### src/ttcc_pkg.sv
// constants, register map and mode type of the 16-bit capture/compare timer
//
// How it works
// - compare-0 clear mode with compare 0 all ones sets overflow on wrap
// - register 1 compares when its mode bit is 0, captures when 1
// - register 0 captures on input 1 edge, or on reverse input 0 edge
// - register 0 compares when its mode bit is 0, captures when 1
// - both-edge input 0 with reverse-phase select gives no register 0 capture
// - compare-1 inversion bit toggles output flop on count equal register 1
// - set/reset pair: 00 keep, 01 clear, 10 set output flop
// - compare-0 inversion bit toggles output flop on count equal register 0
// - output enable 0 leaves pin in port mode, 1 drives flop out
// - output set and reset bits always read back as zero
// - input 1 edge field: 00 falling, 01 rising, 11 both
// - input 0 edge field: 00 falling, 01 rising, 11 both
// - count clock: divide by 2, 16, 128, or input 0 valid edges
// - direction bit 0 means output, 1 input; resets to all ones
// - interval mode: match clears count, keeps counting, raises match 0 request
// - both mode bits zero stop the counter and hold it at zero
// - compare-mode register 1 match raises the match 1 request
// - trigger edges sampled on count clock (/2 in edge-count mode), need two equal samples
package ttcc_pkg;

	localparam int ADDR_W = 18;

	// register indexes; byte address is four times the index
	localparam logic [15:0] IDX_PORT0_DIR  = 16'hFF20;
	localparam logic [15:0] IDX_PORT0_LAT  = 16'hFF00;
	localparam logic [15:0] IDX_TMC        = 16'hFF60;
	localparam logic [15:0] IDX_PRM        = 16'hFF61;
	localparam logic [15:0] IDX_CRC        = 16'hFF62;
	localparam logic [15:0] IDX_TOC        = 16'hFF63;
	localparam logic [15:0] IDX_COUNT      = 16'hFF10;
	localparam logic [15:0] IDX_CAPCOMP0   = 16'hFF12;
	localparam logic [15:0] IDX_CAPCOMP1   = 16'hFF14;

	localparam logic [7:0] RST_PORT0_DIR  = 8'hFF;
	localparam logic [7:0] RST_PORT0_LAT  = 8'h00;
	localparam logic [7:0] RST_CTRL       = 8'h00;

	// field positions
	localparam int TMC_OVF      = 0;
	localparam int TMC_OUT_TIME = 1;
	localparam int TMC_MODE_LO  = 2;
	localparam int CRC_R0_CAP   = 0;
	localparam int CRC_R0_TRIG  = 1;
	localparam int CRC_R1_CAP   = 2;
	localparam int TOC_OE       = 0;
	localparam int TOC_INV0     = 1;
	localparam int TOC_RESET    = 2;
	localparam int TOC_SET      = 3;
	localparam int TOC_INV1     = 4;
	localparam int PRM_CLK_LO   = 0;
	localparam int PRM_E0_LO    = 4;
	localparam int PRM_E1_LO    = 6;
	localparam int SHARED_PIN   = 5;

	// writable bit masks
	localparam logic [7:0] TMC_MASK = 8'h0F;
	localparam logic [7:0] CRC_MASK = 8'h07;
	localparam logic [7:0] TOC_MASK = 8'h13;
	localparam logic [7:0] PRM_MASK = 8'hF3;

	// prescaler: 7-bit divider gives /2, /16, /128
	localparam int PRE_W = 7;

	// edge field encodings
	localparam logic [1:0] EDGE_FALL = 2'h0;
	localparam logic [1:0] EDGE_RISE = 2'h1;
	localparam logic [1:0] EDGE_BOTH = 2'h3;

	localparam logic [1:0] CLK_DIV2   = 2'h0;
	localparam logic [1:0] CLK_DIV16  = 2'h1;
	localparam logic [1:0] CLK_DIV128 = 2'h2;
	localparam logic [1:0] CLK_EDGE   = 2'h3;

	typedef enum logic [1:0] {
		MODE_STOP,
		MODE_FREE,
		MODE_CLR_EDGE,
		MODE_CLR_MATCH
	} ttcc_mode_t;

endpackage

### src/ttcc_timer.sv
// 16-bit capture/compare timer with apb register access
//
// Added by the designer: the APB slave port.
`timescale 1ns/1ps
`default_nettype none
module ttcc_timer import ttcc_pkg::*; #(
	parameter int CNT_W = 16
) (
	input  wire logic              clk,
	input  wire logic              rst,
	input  wire logic              psel,
	input  wire logic              penable,
	input  wire logic              pwrite,
	input  wire logic [ADDR_W-1:0] paddr,
	input  wire logic [31:0]       pwdata,
	output logic      [31:0]       prdata,
	output logic                   pready,
	output logic                   pslverr,
	input  wire logic              trigger_input_0,
	input  wire logic              trigger_input_1,
	output logic                   timer_output_pin,
	output logic                   timer_output_oe,
	output logic      [7:0]        port0_oe,
	output logic                   match0_interrupt,
	output logic                   match1_interrupt
);
	generate
		if (CNT_W != 16) begin : g_bad_width
			$error("count width must be 16");
		end
	endgenerate

	function automatic logic edge_hit(input logic [1:0] sel, input logic r, input logic f);
		unique case (sel)
			EDGE_FALL: edge_hit = f;
			EDGE_RISE: edge_hit = r;
			EDGE_BOTH: edge_hit = r | f;
			default:   edge_hit = 1'b0;
		endcase
	endfunction

	function automatic logic div_tick(input logic [PRE_W-1:0] pre, input logic [1:0] sel);
		unique case (sel)
			CLK_DIV2:   div_tick = pre[0];
			CLK_DIV16:  div_tick = &pre[3:0];
			CLK_DIV128: div_tick = &pre;
			default:    div_tick = pre[0];
		endcase
	endfunction

	logic [7:0]       dir_r, lat_r, tmc_r, prm_r, crc_r, toc_r;
	logic [7:0]       dir_nxt, lat_nxt, tmc_nxt, prm_nxt, crc_nxt, toc_nxt;
	logic [CNT_W-1:0] cnt_r, cr0_r, cr1_r, cnt_nxt, cr0_nxt, cr1_nxt;
	logic [PRE_W-1:0] pre_r, pre_nxt;
	logic             tff_r, tff_nxt, irq0_r, irq0_nxt, irq1_r, irq1_nxt;
	logic             pin_r, pin_nxt, pin_oe_r, pin_oe_nxt;
	logic [7:0]       poe_r, poe_nxt;
	logic [31:0]      rdata_r, rdata_nxt;
	logic             ready_r, ready_nxt, err_r, err_nxt;

	logic [1:0]  rise, fall;
	logic        samp, tick, running, e0_valid, e0_rev, e1_valid;
	logic        m0, m1, cap0, cap1, ovf_set, tgl, wr, acc, hit;
	logic [15:0] idx;
	ttcc_mode_t  mode;

	// input 0 edges are the count clock in edge mode, so filter at /2 then
	assign samp = div_tick(pre_r, (prm_r[PRM_CLK_LO +: 2] == CLK_EDGE) ? CLK_DIV2
		: prm_r[PRM_CLK_LO +: 2]);

	generate
		for (genvar i = 0; i < 2; i++) begin : g_trig
			ttcc_trig_filter u_filt (
				.clk    (clk),
				.rst    (rst),
				.pin_in ((i == 0) ? trigger_input_0 : trigger_input_1),
				.sample (samp),
				.rise   (rise[i]),
				.fall   (fall[i])
			);
		end
	endgenerate

	always_comb begin
		mode     = ttcc_mode_t'(tmc_r[TMC_MODE_LO +: 2]);
		running  = (mode != MODE_STOP);
		e0_valid = edge_hit(prm_r[PRM_E0_LO +: 2], rise[0], fall[0]);
		e1_valid = edge_hit(prm_r[PRM_E1_LO +: 2], rise[1], fall[1]);
		unique case (prm_r[PRM_E0_LO +: 2])
			EDGE_FALL: e0_rev = rise[0];
			EDGE_RISE: e0_rev = fall[0];
			default:   e0_rev = 1'b0;
		endcase
		tick = (prm_r[PRM_CLK_LO +: 2] == CLK_EDGE) ? e0_valid
			: div_tick(pre_r, prm_r[PRM_CLK_LO +: 2]);
		m0   = running && tick && !crc_r[CRC_R0_CAP] && cnt_r == cr0_r;
		m1   = running && tick && !crc_r[CRC_R1_CAP] && cnt_r == cr1_r;
		cap0 = running && crc_r[CRC_R0_CAP]
			&& (crc_r[CRC_R0_TRIG] ? e0_rev : e1_valid);
		cap1 = running && crc_r[CRC_R1_CAP] && e0_valid;
		ovf_set = running && tick && (&cnt_r)
			&& !(mode == MODE_CLR_EDGE && e0_valid);
		tgl = (m0 && toc_r[TOC_INV0]) ^ (m1 && toc_r[TOC_INV1])
			^ (running && tmc_r[TMC_OUT_TIME] && e0_valid);
	end

	// apb: one wait state, answer registered in the first access cycle
	always_comb begin
		idx = paddr[ADDR_W-1:2];
		acc = psel && penable && !ready_r;
		wr  = psel && penable && ready_r && pwrite && !err_r;
		hit = 1'b1;
		rdata_nxt = 32'h0;
		unique case (idx)
			IDX_PORT0_DIR: rdata_nxt[7:0] = dir_r;
			IDX_PORT0_LAT: rdata_nxt[7:0] = lat_r;
			IDX_TMC:       rdata_nxt[7:0] = tmc_r;
			IDX_PRM:       rdata_nxt[7:0] = prm_r;
			IDX_CRC:       rdata_nxt[7:0] = crc_r;
			IDX_TOC:       rdata_nxt[7:0] = toc_r & TOC_MASK;
			IDX_COUNT:     rdata_nxt[15:0] = cnt_r;
			IDX_CAPCOMP0:  rdata_nxt[15:0] = cr0_r;
			IDX_CAPCOMP1:  rdata_nxt[15:0] = cr1_r;
			default:       hit = 1'b0;
		endcase
		if (!acc || pwrite) begin
			rdata_nxt = 32'h0;
		end
		ready_nxt = acc;
		err_nxt   = acc && !hit;
	end

	always_comb begin
		dir_nxt = dir_r;
		lat_nxt = lat_r;
		prm_nxt = prm_r;
		crc_nxt = crc_r;
		toc_nxt = toc_r;
		tmc_nxt = tmc_r;
		cr0_nxt = cr0_r;
		cr1_nxt = cr1_r;
		tff_nxt = tff_r ^ tgl;
		if (wr) begin
			unique case (idx)
				IDX_PORT0_DIR: dir_nxt = pwdata[7:0];
				IDX_PORT0_LAT: lat_nxt = pwdata[7:0];
				IDX_TMC:       tmc_nxt = pwdata[7:0] & TMC_MASK;
				IDX_PRM:       prm_nxt = pwdata[7:0] & PRM_MASK;
				IDX_CRC:       crc_nxt = pwdata[7:0] & CRC_MASK;
				IDX_CAPCOMP0:  cr0_nxt = pwdata[15:0];
				IDX_CAPCOMP1:  cr1_nxt = pwdata[15:0];
				IDX_TOC: begin
					toc_nxt = pwdata[7:0] & TOC_MASK;
					// force pair beats any toggle in the same cycle
					if (pwdata[TOC_RESET] && !pwdata[TOC_SET]) begin
						tff_nxt = 1'b0;
					end else if (pwdata[TOC_SET] && !pwdata[TOC_RESET]) begin
						tff_nxt = 1'b1;
					end
				end
				default: ;
			endcase
		end
		// overflow and capture events win over a same-cycle software write
		if (ovf_set) begin
			tmc_nxt[TMC_OVF] = 1'b1;
		end
		if (cap0) begin
			cr0_nxt = cnt_r;
		end
		if (cap1) begin
			cr1_nxt = cnt_r;
		end
	end

	always_comb begin
		pre_nxt = pre_r + 1'b1;
		cnt_nxt = cnt_r;
		if (!running) begin
			cnt_nxt = '0;
		end else if (mode == MODE_CLR_EDGE && e0_valid) begin
			cnt_nxt = '0;
		end else if (tick) begin
			if (mode == MODE_CLR_MATCH && m0) begin
				cnt_nxt = '0;
			end else begin
				cnt_nxt = cnt_r + 1'b1;
			end
		end
		irq0_nxt   = m0 || cap0;
		irq1_nxt   = m1 || cap1;
		pin_nxt    = toc_r[TOC_OE] ? tff_r : lat_r[SHARED_PIN];
		pin_oe_nxt = !dir_r[SHARED_PIN];
		poe_nxt    = ~dir_r;
	end

	always_ff @(posedge clk) begin
		if (rst) begin
			dir_r    <= RST_PORT0_DIR;
			lat_r    <= RST_PORT0_LAT;
			tmc_r    <= RST_CTRL;
			prm_r    <= RST_CTRL;
			crc_r    <= RST_CTRL;
			toc_r    <= RST_CTRL;
			cnt_r    <= '0;
			cr0_r    <= '0;
			cr1_r    <= '0;
			pre_r    <= '0;
			tff_r    <= 1'b0;
			irq0_r   <= 1'b0;
			irq1_r   <= 1'b0;
			pin_r    <= 1'b0;
			pin_oe_r <= 1'b0;
			poe_r    <= 8'h00;
			rdata_r  <= 32'h0;
			ready_r  <= 1'b0;
			err_r    <= 1'b0;
		end else begin
			dir_r    <= dir_nxt;
			lat_r    <= lat_nxt;
			tmc_r    <= tmc_nxt;
			prm_r    <= prm_nxt;
			crc_r    <= crc_nxt;
			toc_r    <= toc_nxt;
			cnt_r    <= cnt_nxt;
			cr0_r    <= cr0_nxt;
			cr1_r    <= cr1_nxt;
			pre_r    <= pre_nxt;
			tff_r    <= tff_nxt;
			irq0_r   <= irq0_nxt;
			irq1_r   <= irq1_nxt;
			pin_r    <= pin_nxt;
			pin_oe_r <= pin_oe_nxt;
			poe_r    <= poe_nxt;
			rdata_r  <= rdata_nxt;
			ready_r  <= ready_nxt;
			err_r    <= err_nxt;
		end
	end

	assign prdata           = rdata_r;
	assign pready           = ready_r;
	assign pslverr          = err_r;
	assign timer_output_pin = pin_r;
	assign timer_output_oe  = pin_oe_r;
	assign port0_oe         = poe_r;
	assign match0_interrupt = irq0_r;
	assign match1_interrupt = irq1_r;

	property p_stop_zero;
		@(posedge clk) disable iff (rst)
		(mode == MODE_STOP) |=> (cnt_r == 16'h0000);
	endproperty
	a_stop_zero: assert property (p_stop_zero)
		else $error("stopped counter not held at zero");

	property p_wrap_ovf;
		@(posedge clk) disable iff (rst)
		(mode == MODE_CLR_MATCH && !crc_r[CRC_R0_CAP] && cr0_r == 16'hFFFF
			&& tick && cnt_r == 16'hFFFF) |=> (tmc_r[TMC_OVF] && cnt_r == 16'h0000);
	endproperty
	a_wrap_ovf: assert property (p_wrap_ovf)
		else $error("overflow flag not set on wrap");

	property p_interval;
		@(posedge clk) disable iff (rst)
		(mode == MODE_CLR_MATCH && !crc_r[CRC_R0_CAP] && tick && cnt_r == cr0_r)
			|=> (cnt_r == 16'h0000 && match0_interrupt);
	endproperty
	a_interval: assert property (p_interval)
		else $error("interval match did not clear count and request");

	property p_cmp1_irq;
		@(posedge clk) disable iff (rst)
		(running && tick && !crc_r[CRC_R1_CAP] && cnt_r == cr1_r) |=> match1_interrupt;
	endproperty
	a_cmp1_irq: assert property (p_cmp1_irq)
		else $error("missing match 1 request");

	property p_cap_no_cmp1;
		@(posedge clk) disable iff (rst)
		(crc_r[CRC_R1_CAP] && !e0_valid) |=> !match1_interrupt;
	endproperty
	a_cap_no_cmp1: assert property (p_cap_no_cmp1)
		else $error("register 1 compared while in capture mode");

	property p_inv0;
		@(posedge clk) disable iff (rst)
		(m0 && toc_r[TOC_INV0] && !(m1 && toc_r[TOC_INV1]) && !tmc_r[TMC_OUT_TIME]
			&& !wr) |=> (tff_r != $past(tff_r));
	endproperty
	a_inv0: assert property (p_inv0)
		else $error("output flop not inverted on match 0");

	property p_inv1;
		@(posedge clk) disable iff (rst)
		(m1 && toc_r[TOC_INV1] && !(m0 && toc_r[TOC_INV0]) && !tmc_r[TMC_OUT_TIME]
			&& !wr) |=> (tff_r != $past(tff_r));
	endproperty
	a_inv1: assert property (p_inv1)
		else $error("output flop not inverted on match 1");

	property p_force;
		@(posedge clk) disable iff (rst)
		(wr && idx == IDX_TOC && pwdata[TOC_SET +: 1] && !pwdata[TOC_RESET])
			|=> tff_r ##1 (!toc_r[TOC_OE] || timer_output_pin);
	endproperty
	a_force: assert property (p_force)
		else $error("force set did not reach output");

	property p_lvs_read;
		@(posedge clk) disable iff (rst)
		(acc && !pwrite && idx == IDX_TOC) |=> (prdata[3:2] == 2'b00 && pready);
	endproperty
	a_lvs_read: assert property (p_lvs_read)
		else $error("set/reset bits read non-zero");

	property p_div2;
		@(posedge clk) disable iff (rst)
		(prm_r[PRM_CLK_LO +: 2] == CLK_DIV2 && !wr) |=> (tick != $past(tick));
	endproperty
	a_div2: assert property (p_div2)
		else $error("divide by 2 count clock wrong");

	property p_dir_oe;
		@(posedge clk) disable iff (rst)
		1'b1 |=> (timer_output_oe == !$past(dir_r[SHARED_PIN]));
	endproperty
	a_dir_oe: assert property (p_dir_oe)
		else $error("shared pin drive does not follow direction bit");

	c_match0: cover property (@(posedge clk) disable iff (rst) match0_interrupt);
	c_cap0: cover property (@(posedge clk) disable iff (rst) cap0);
	c_ovf: cover property (@(posedge clk) disable iff (rst) ovf_set);
	c_pin: cover property (@(posedge clk) disable iff (rst) $rose(timer_output_pin));
endmodule
`default_nettype wire

### src/ttcc_trig_filter.sv
// trigger input synchroniser and two-sample edge filter
`timescale 1ns/1ps
`default_nettype none
module ttcc_trig_filter (
	input  wire logic clk,
	input  wire logic rst,
	input  wire logic pin_in,
	input  wire logic sample,
	output logic      rise,
	output logic      fall
);
	logic sync1_r, sync2_r, samp_r, lvl_r, rise_r, fall_r;
	logic samp_nxt, lvl_nxt, rise_nxt, fall_nxt;

	always_ff @(posedge clk) begin
		if (rst) begin
			sync1_r <= 1'b0;
			sync2_r <= 1'b0;
		end else begin
			sync1_r <= pin_in;
			sync2_r <= sync1_r;
		end
	end

	// new level must be seen on two consecutive count clock samples
	always_comb begin
		samp_nxt = samp_r;
		lvl_nxt  = lvl_r;
		rise_nxt = 1'b0;
		fall_nxt = 1'b0;
		if (sample) begin
			samp_nxt = sync2_r;
			if (sync2_r == samp_r && sync2_r != lvl_r) begin
				lvl_nxt  = sync2_r;
				rise_nxt = sync2_r;
				fall_nxt = ~sync2_r;
			end
		end
	end

	always_ff @(posedge clk) begin
		if (rst) begin
			samp_r <= 1'b0;
			lvl_r  <= 1'b0;
			rise_r <= 1'b0;
			fall_r <= 1'b0;
		end else begin
			samp_r <= samp_nxt;
			lvl_r  <= lvl_nxt;
			rise_r <= rise_nxt;
			fall_r <= fall_nxt;
		end
	end

	assign rise = rise_r;
	assign fall = fall_r;
endmodule
`default_nettype wire

### config.mk
export PLATFORM = sky130hd
export DESIGN_NAME = ttcc_timer
export DESIGN_NICKNAME = d
export VERILOG_FILES = /design/src/ttcc_pkg.sv /design/src/ttcc_timer.sv /design/src/ttcc_trig_filter.sv
export SDC_FILE = /design/constraint.sdc
export NUM_CORES = 1
export LEC_CHECK = 0
export BUFFER_PORTS_ARGS = -buffer_cell sky130_fd_sc_hd__buf_2
export CELL_PAD_IN_SITES_DETAIL_PLACEMENT = 2
export CELL_PAD_IN_SITES_GLOBAL_PLACEMENT = 2
export CORE_UTILIZATION = 30
export DETAILED_ROUTE_END_ITERATION = 8
export PLACE_DENSITY_LB_ADDON = 0.1
export SETUP_SLACK_MARGIN = 0.1
export SLEW_MARGIN = 20
export SYNTH_ARGS = -nofsm -noshare
export SYNTH_HDL_FRONTEND = slang
export SYNTH_SLANG_ARGS = --single-unit
### constraint.sdc
create_clock -name clk -period 2.3 [get_ports clk]
set_input_delay 0.345 -clock clk [delete_from_list [all_inputs] [get_ports clk]]
set_output_delay 0.345 -clock clk [all_outputs]
set_load 0.05 [all_outputs]
# Word level (Yosys, flattened, before mapping)
# Cells that the tools add are included.
dict set report totals {
  elab_cells 167
  ff_bits 146
  input_bits 57
}
dict set report classes {
  n_reduce_logical 68
  n_addsub 2
  eq_ne 26
  bitwise 12
  muxes 26
}
# op n
set op_table {}
lappend op_table {{$eq A16 B16 Y1 const B} 9}
lappend op_table {{$mux W16} 7}
lappend op_table {{$pmux W8 S9} 1}
lappend op_table {{$eq A16 B16 Y1} 2}
lappend op_table {{$logic_and A1 B1 Y1} 27}
lappend op_table {{$pmux W8 S3} 1}
lappend op_table {{$reduce_and A2 Y1} 11}
lappend op_table {{$add A16 B1 Y16 const B} 1}
lappend op_table {{$reduce_and A16 Y1} 1}
lappend op_table {{$eq A2 B2 Y1 const B} 7}
lappend op_table {{$reduce_bool A2 Y1} 7}
lappend op_table {{$mux W1} 11}
lappend op_table {{$logic_not A1 Y1} 10}
lappend op_table {{$reduce_or A3 Y1} 3}
lappend op_table {{$reduce_or A9 Y1} 1}
lappend op_table {{$eq A2 B1 Y1 const B} 4}
lappend op_table {{$not A8 Y8} 1}
lappend op_table {{$add A7 B1 Y7 const B} 1}
lappend op_table {{$reduce_and A7 Y1} 1}
lappend op_table {{$not A1 Y1} 6}
lappend op_table {{$pmux W1 S2} 3}
lappend op_table {{$pmux W1 S3} 2}
lappend op_table {{$logic_not A2 Y1} 2}
lappend op_table {{$reduce_and A4 Y1} 1}
lappend op_table {{other kinds (7)} 14}

# Logic depth before layout (Yosys ltp)
dict set report depth {
  ltp_word 14
  depth_mapped 10
}

# Cells and area by module
# Synthesis repeated with hierarchy kept, for this count alone.
dict set report unflattened {
  cells_unflattened 678
  hier_area_um2 6172.2
}
# mod cells_per_inst area_each_um2 instances seq_area_each_um2
set by_module_without_submodules {}
lappend by_module_without_submodules {ttcc_timer 640 5769.3 1 2342.2}
lappend by_module_without_submodules {ttcc_trig_filter 19 201.4 2 120.1}

# Worst setup path before layout
# OpenSTA, ideal clock, no wires.
dict set report synth_path {
  kind {reg2reg}
  startpoint {register prm_r[0]}
  endpoint {register tmc_r[0]}
  t_required_ns 2.229
  path_stages_with_launch 9
  path_slack_ns 0.080
  period_less_slack_ns 2.220
  n_path_buf 0
  setup_time_ns 0.071
  arrival_time_ns 2.149
  cell_sequence {dfxtp_1 > inv_1 > ha_1 > o31ai_2 > o21a_1 > and3_1 > nand4_1 > or3_1 > a21oi_1}
}
dict set report synth_via {
  elab_chain_cells 8
  word_cells_on_any_way 12
  classes_between {eq/ne: 3; mux: 3; reduce/logical: 6}
}
# item line
set synth_rtl {}
lappend synth_rtl {{start: declaration} ttcc_timer.sv:51} ;# logic [7:0] dir_r, lat_r, tmc_r, prm_r, crc_r, toc_r;
lappend synth_rtl {{start signal: assignment} ttcc_timer.sv:222} ;# prm_r <= prm_nxt;
lappend synth_rtl {{$eq A2 B2 Y1 / $eq A2 B1 Y1 (equally long branches)} ttcc_timer.sv:43} ;# unique case (sel)
lappend synth_rtl {{$pmux W1 S2} ttcc_timer.sv:43}
lappend synth_rtl {{$mux W1 *} ttcc_timer.sv:94} ;# tick = (prm_r[PRM_CLK_LO +: 2] == CLK_EDGE) ? e0_valid
lappend synth_rtl {{$logic_and A1 B1 Y1 * (2 in series)} ttcc_timer.sv:101} ;# ovf_set = running && tick && (&cnt_r)
lappend synth_rtl {{$logic_and A1 B1 Y1 *} ttcc_timer.sv:102} ;# && !(mode == MODE_CLR_EDGE && e0_valid);
lappend synth_rtl {{$reduce_bool A2 Y1 (no line)} -}
lappend synth_rtl {{$reduce_and A2 Y1 (no line)} -}
lappend synth_rtl {{end signal: assignment} ttcc_timer.sv:221} ;# tmc_r <= tmc_nxt;
lappend synth_rtl {{end: declaration} ttcc_timer.sv:51}
# Every way passes the cells marked *; elsewhere a longest branch is shown, timed or not.
# A chain may end at the register's enable or synchronous reset.

# Worst setup path in the final report
dict set report layout_path {
  startpoint {register cnt_r[14]}
  endpoint {register tff_r}
}
dict set report layout_via {
  elab_chain_cells 10
  word_cells_on_any_way 13
  classes_between {eq/ne: 2; mux: 4; bitwise: 3; reduce/logical: 4}
}
# item line
set layout_rtl {}
lappend layout_rtl {{start: declaration} ttcc_timer.sv:53} ;# logic [CNT_W-1:0] cnt_r, cr0_r, cr1_r, cnt_nxt, cr0_nxt, cr1_nxt;
lappend layout_rtl {{start signal: assignment} ttcc_timer.sv:225} ;# cnt_r <= cnt_nxt;
lappend layout_rtl {{$eq A16 B16 Y1 (on tied branches)} {ttcc_timer.sv:96, ttcc_timer.sv:97}}
lappend layout_rtl {{$logic_and A1 B1 Y1 (on tied branches)} {ttcc_timer.sv:96, ttcc_timer.sv:97}}
lappend layout_rtl {{$logic_and A1 B1 Y1} ttcc_timer.sv:103} ;# tgl = (m0 && toc_r[TOC_INV0]) ^ (m1 && toc_r[TOC_INV1])
lappend layout_rtl {{$xor A1 B1 Y1 *} ttcc_timer.sv:103}
lappend layout_rtl {{$xor A1 B1 Y1 *} ttcc_timer.sv:104} ;# ^ (running && tmc_r[TMC_OUT_TIME] && e0_valid);
lappend layout_rtl {{$xor A1 B1 Y1 *} ttcc_timer.sv:142} ;# tff_nxt = tff_r ^ tgl;
lappend layout_rtl {{$mux W1} ttcc_timer.sv:157} ;# end else if (pwdata[TOC_SET] && !pwdata[TOC_RESET]) begin
lappend layout_rtl {{$mux W1} ttcc_timer.sv:155} ;# if (pwdata[TOC_RESET] && !pwdata[TOC_SET]) begin
lappend layout_rtl {{$mux W1} ttcc_timer.sv:144} ;# unique case (idx)
lappend layout_rtl {{$mux W1 *} ttcc_timer.sv:143} ;# if (wr) begin
lappend layout_rtl {{end signal: assignment} ttcc_timer.sv:229} ;# tff_r <= tff_nxt;
lappend layout_rtl {{end: declaration} ttcc_timer.sv:55} ;# logic tff_r, tff_nxt, irq0_r, irq0_nxt, irq1_r, irq1_nxt;
# Marked as above.

==> impl_metrics.py <==
metrics = {
    "status": {
        "outcome": "finished clean",
    },
    "placed_design": {
        "dp.cells": 1061,
        "dp_hpwl_um": 16400,
        "io_buffer_count": 68,
        "globalplace.congestion": 0.824,
    },
    "clocking": {
        "numCtsBuffers": 17,
        "h-tree-depth": 4,
        "cts.hold.buffers_added": 0,
        "clk_pin_slew_worst_paths_ps": 60,
        "cts_buffer_depth": 2,
        "cts_sinks": 129,
        "cts_root_buffer": "clkbuf_16",
        "clk_latency_ps": 430,
        "cts_tree": "done",
    },
    "pwr": {
        "powerDensity_nw_per_um2": 662,
        "pwr-share-comb_pct": 4.9,
        "leakage_nw": 3.24,
        "p_int_mw": 4.11,
        "p_sw_share_pct": 23.6,
        "power.total_mw": 5.38,
        "seq_power_share_pct": 41.7,
        "clkPwrFrac_pct": 53.4,
        "ir_drop_v": 0.000508,
        "p_switching_mw": 1.27,
    },
    "sta": {
        "hold_viol_final": 0,
        "finClkSkew_ps": 11.6,
        "setup_viol": 0,
        "period_share_pct": 98.5,
        "relSlewSlack_pct": 60.5,
        "fmax_mhz": 441,
        "tns_ps": 0,
        "fin_crit_ps": 2270,
        "slew_violations": 0,
        "rsz0062_at_grt": "yes",
        "tightestPinTransition_ps": 592,
        "fin_worst_hold_slack_ps": 131,
    },
    "floorplanning": {
        "core-area_um2": 20200,
        "die_y_um": 145,
        "placementRows": 52,
        "dieWidth_um": 145,
        "die-area_um2": 21100,
        "ios": 103,
        "start_util_pct": 30.6,
    },
    "detailed_routing": {
        "ant_nets": 0,
        "routedWlPerCell_um": 20.4,
        "drc": 0,
        "dr.first_iter.drc_count": 220,
        "routed_wl_um": 22400,
        "vias": 5559,
        "drt-pass1-iter-count": 5,
        "via_per_inst": 5.06,
    },
    "hold_path": {
        "hold_end": "g_trig[0].u_filt.sync1_r$_SDFF_PP0_",
        "min_path_cells": 2,
        "worstHoldStart": "trigger_input_0",
        "min_path_type": "in2reg",
    },
    "synthesis": {
        "async_flop_share_pct": 0,
        "syn_inst": 695,
        "ys_warn_count": 0,
        "synth_cell_types": 54,
        "ys_seq_elements": 129,
        "syn_area_um2": 6170,
        "ys.flop_type": "dfxtp_1",
        "yosysSeqAreaShare_pct": 41.9,
        "post_synth.cell_area_avg_um2": 8.88,
        "synth_edf_count": 0,
    },
    "setup_path": {
        "critPathKind": "reg2reg",
        "rr_worst_depth": 9,
        "reg2reg_slack_ps": 30,
        "slowest_delay_ps": 350,
        "end_kind": "register",
        "cp_top_family": "simple AND/OR/NAND/NOR gates",
        "cp.arrival_ps": 2630,
        "cp_max_fo": 4,
        "r2r_start": "cnt_r[14]$_SDFFE_PP0N_",
        "rr_endpoint": "tff_r$_SDFF_PP0_",
        "cp_cell_sequence": "xnor2_1 > nand4_1 > nor4_4 > buf_4 > nand4_1 > buf_4 > or3_1 > mux2i_1 > a311o_1",
        "crit_required_ps": 2670,
        "crit_buf_inv": 2,
        "cp-start-kind": "register",
        "crit_slowest_cell": "dfxtp_2",
    },
    "global_routing": {
        "grt_pass1_vias": 6204,
        "grt_use_met1_pct": 27.9,
        "overflow": 0,
        "use_met3_pct": 4.45,
        "met2_usage_pct": 36.5,
        "grt_busiest_layer": "met2",
        "grt_pass1_wl_um": 35400,
        "grt_max_degree": 69,
        "grt_use_total_pct": 21.9,
        "antenna_found_initial": 0,
    },
    "layout": {
        "regArea_um2": 2630,
        "antenna_cells": 0,
        "drive_gt1_share_pct": 30.8,
        "syn_to_final_growth_pct": 31.8,
        "multi_input_area_um2": 3440,
        "final_cells": 1098,
        "fill_cells": 2227,
        "final_nets": 877,
    },
    "job": {
        "drv_cap": 0,
    },
}
## metal layers
layer / wire (µm) / vias up
li1: - / 2658
met4: 426 / 0
met5: 0 / -
met2: 10900 / 102
met3: 747 / 24
met1: 10300 / 2775
## power by group through the flow
stage | Combinational (mW) | Clock [mW] | Sequential [mW]
after floorplan | 0.170 | 0 | 2.30
after global placement | 0.255 | 0 | 2.30
after detailed placement | 0.263 | 0 | 2.30
after CTS | 0.267 | 2.94 | 2.25
after global routing | 0.285 | 3.05 | 2.24
final | 0.265 | 2.87 | 2.24
## cells in the mapped netlist (all sizes together), types with 3 or more instances
cell	n	area, µm²
inv	9	33.8
nand4	16	100
or3	6	37.5
dfxtp	129	2580
a22oi	4	30.0
and3	6	37.5
mux2i	61	611
a222oi	12	120
xor2	15	131
mux2	8	90.1
nor3	9	56.3
nor2	112	420
nand2	52	195
a21oi	16	80.1
buf	35	235
ha	5	62.6
xnor2	38	333
and2	5	31.3
clkbuf	35	131
a32oi	3	26.3
o211ai	3	22.5
nor4b	3	26.3
o21ai	10	50.0
nor2b	5	31.3
nand3	22	110
nor4	11	90.1
a31oi	6	37.5
a211oi	34	255
## state kept, by name (all words and copies together) (netlist names), 2 cells and up
| signal | cells |
|---|---|
| cnt_r | 16 |
| cr0_r | 16 |
| cr1_r | 16 |
| crc_r | 3 |
| dir_r | 8 |
| g_trig.u_filt.fall | 2 |
| g_trig.u_filt.lvl_r | 2 |
| g_trig.u_filt.rise | 2 |
| g_trig.u_filt.samp_r | 2 |
| g_trig.u_filt.sync1_r | 2 |
| g_trig.u_filt.sync2_r | 2 |
| lat_r | 8 |
| port0_oe | 8 |
| prdata | 16 |
| pre_r | 7 |
| prm_r | 6 |
| tmc_r | 4 |
| toc_r | 3 |
## worst reg2reg max path: cells and delay by family (launching register included)
kind	cells	cell delay (ps)
AOI/OAI and AO/OA	1	120
xor gates and xnor gates	1	220
buffers and inverters	2	370
DFF	1	350
muxes	1	160
and+or+nand+nor	4	1000
## cell type report
cell class,count,area share (%)
multi-input combinational,501,42.3
sequential,129,32.3
timing repair buffer,156,13.1
clock buffer,21,5.78
tap,270,4.15
clock inverter,11,1.86
inverter,10,0.462
## through the flow
step,setup WS (ps),utilization [%],instance area [µm²]
after CTS,33.7,39.8,8030
final,33.5,40.3,8130
after detailed placement,-167,35.9,7240
after global routing,-93.9,40.3,8130
after global placement,-92.7,35.9,7240
after floorplan,97.9,-,6240
## layout by cell type (no fill, tap or decap), drive strengths merged, types with 21 or more instances in the layout
master    n
clkbuf   21
nand3    22
xnor2    38
dfxtp   129
nor2    112
mux2i    61
nand2    52
buf     156
a211oi   34
## kinds of logic after synthesis
group | synth area share (%)
adders and majority gates | 1.01
buffers and inverters | 6.55
xor gates and xnor gates | 7.52
DFF | 41.9
AOI/OAI and AO/OA | 12.1
muxes | 11.4
and+or+nand+nor | 19.5
other | 0.0608
## worst max path at each step
stage | startpoint | end | slack, ps | depth (start not counted)
2_1_floorplan | pready$_SDFF_PP0_ | cr0_r[6]$_SDFFE_PP0P_ | 100 | 6
3_5_place_dp | cnt_r[2]$_SDFFE_PP0N_ | tff_r$_SDFF_PP0_ | -170 | 9
6_report | cnt_r[14]$_SDFFE_PP0N_ | tff_r$_SDFF_PP0_ | 30 | 9
3_3_place_gp | cnt_r[2]$_SDFFE_PP0N_ | tff_r$_SDFF_PP0_ | -90 | 9
5_1_grt | cnt_r[14]$_SDFFE_PP0N_ | tff_r$_SDFF_PP0_ | -90 | 9
4_1_cts | cnt_r[15]$_SDFFE_PP0N_ | tff_r$_SDFF_PP0_ | 30 | 10
## repair_timing
action	CTS	global route
endpoints found under the setup margin	19	17
setup buffers	3	2
gates resized for setup	39	26
pin swaps	11	15
Note: power is estimated with default switching activity, not from simulation.
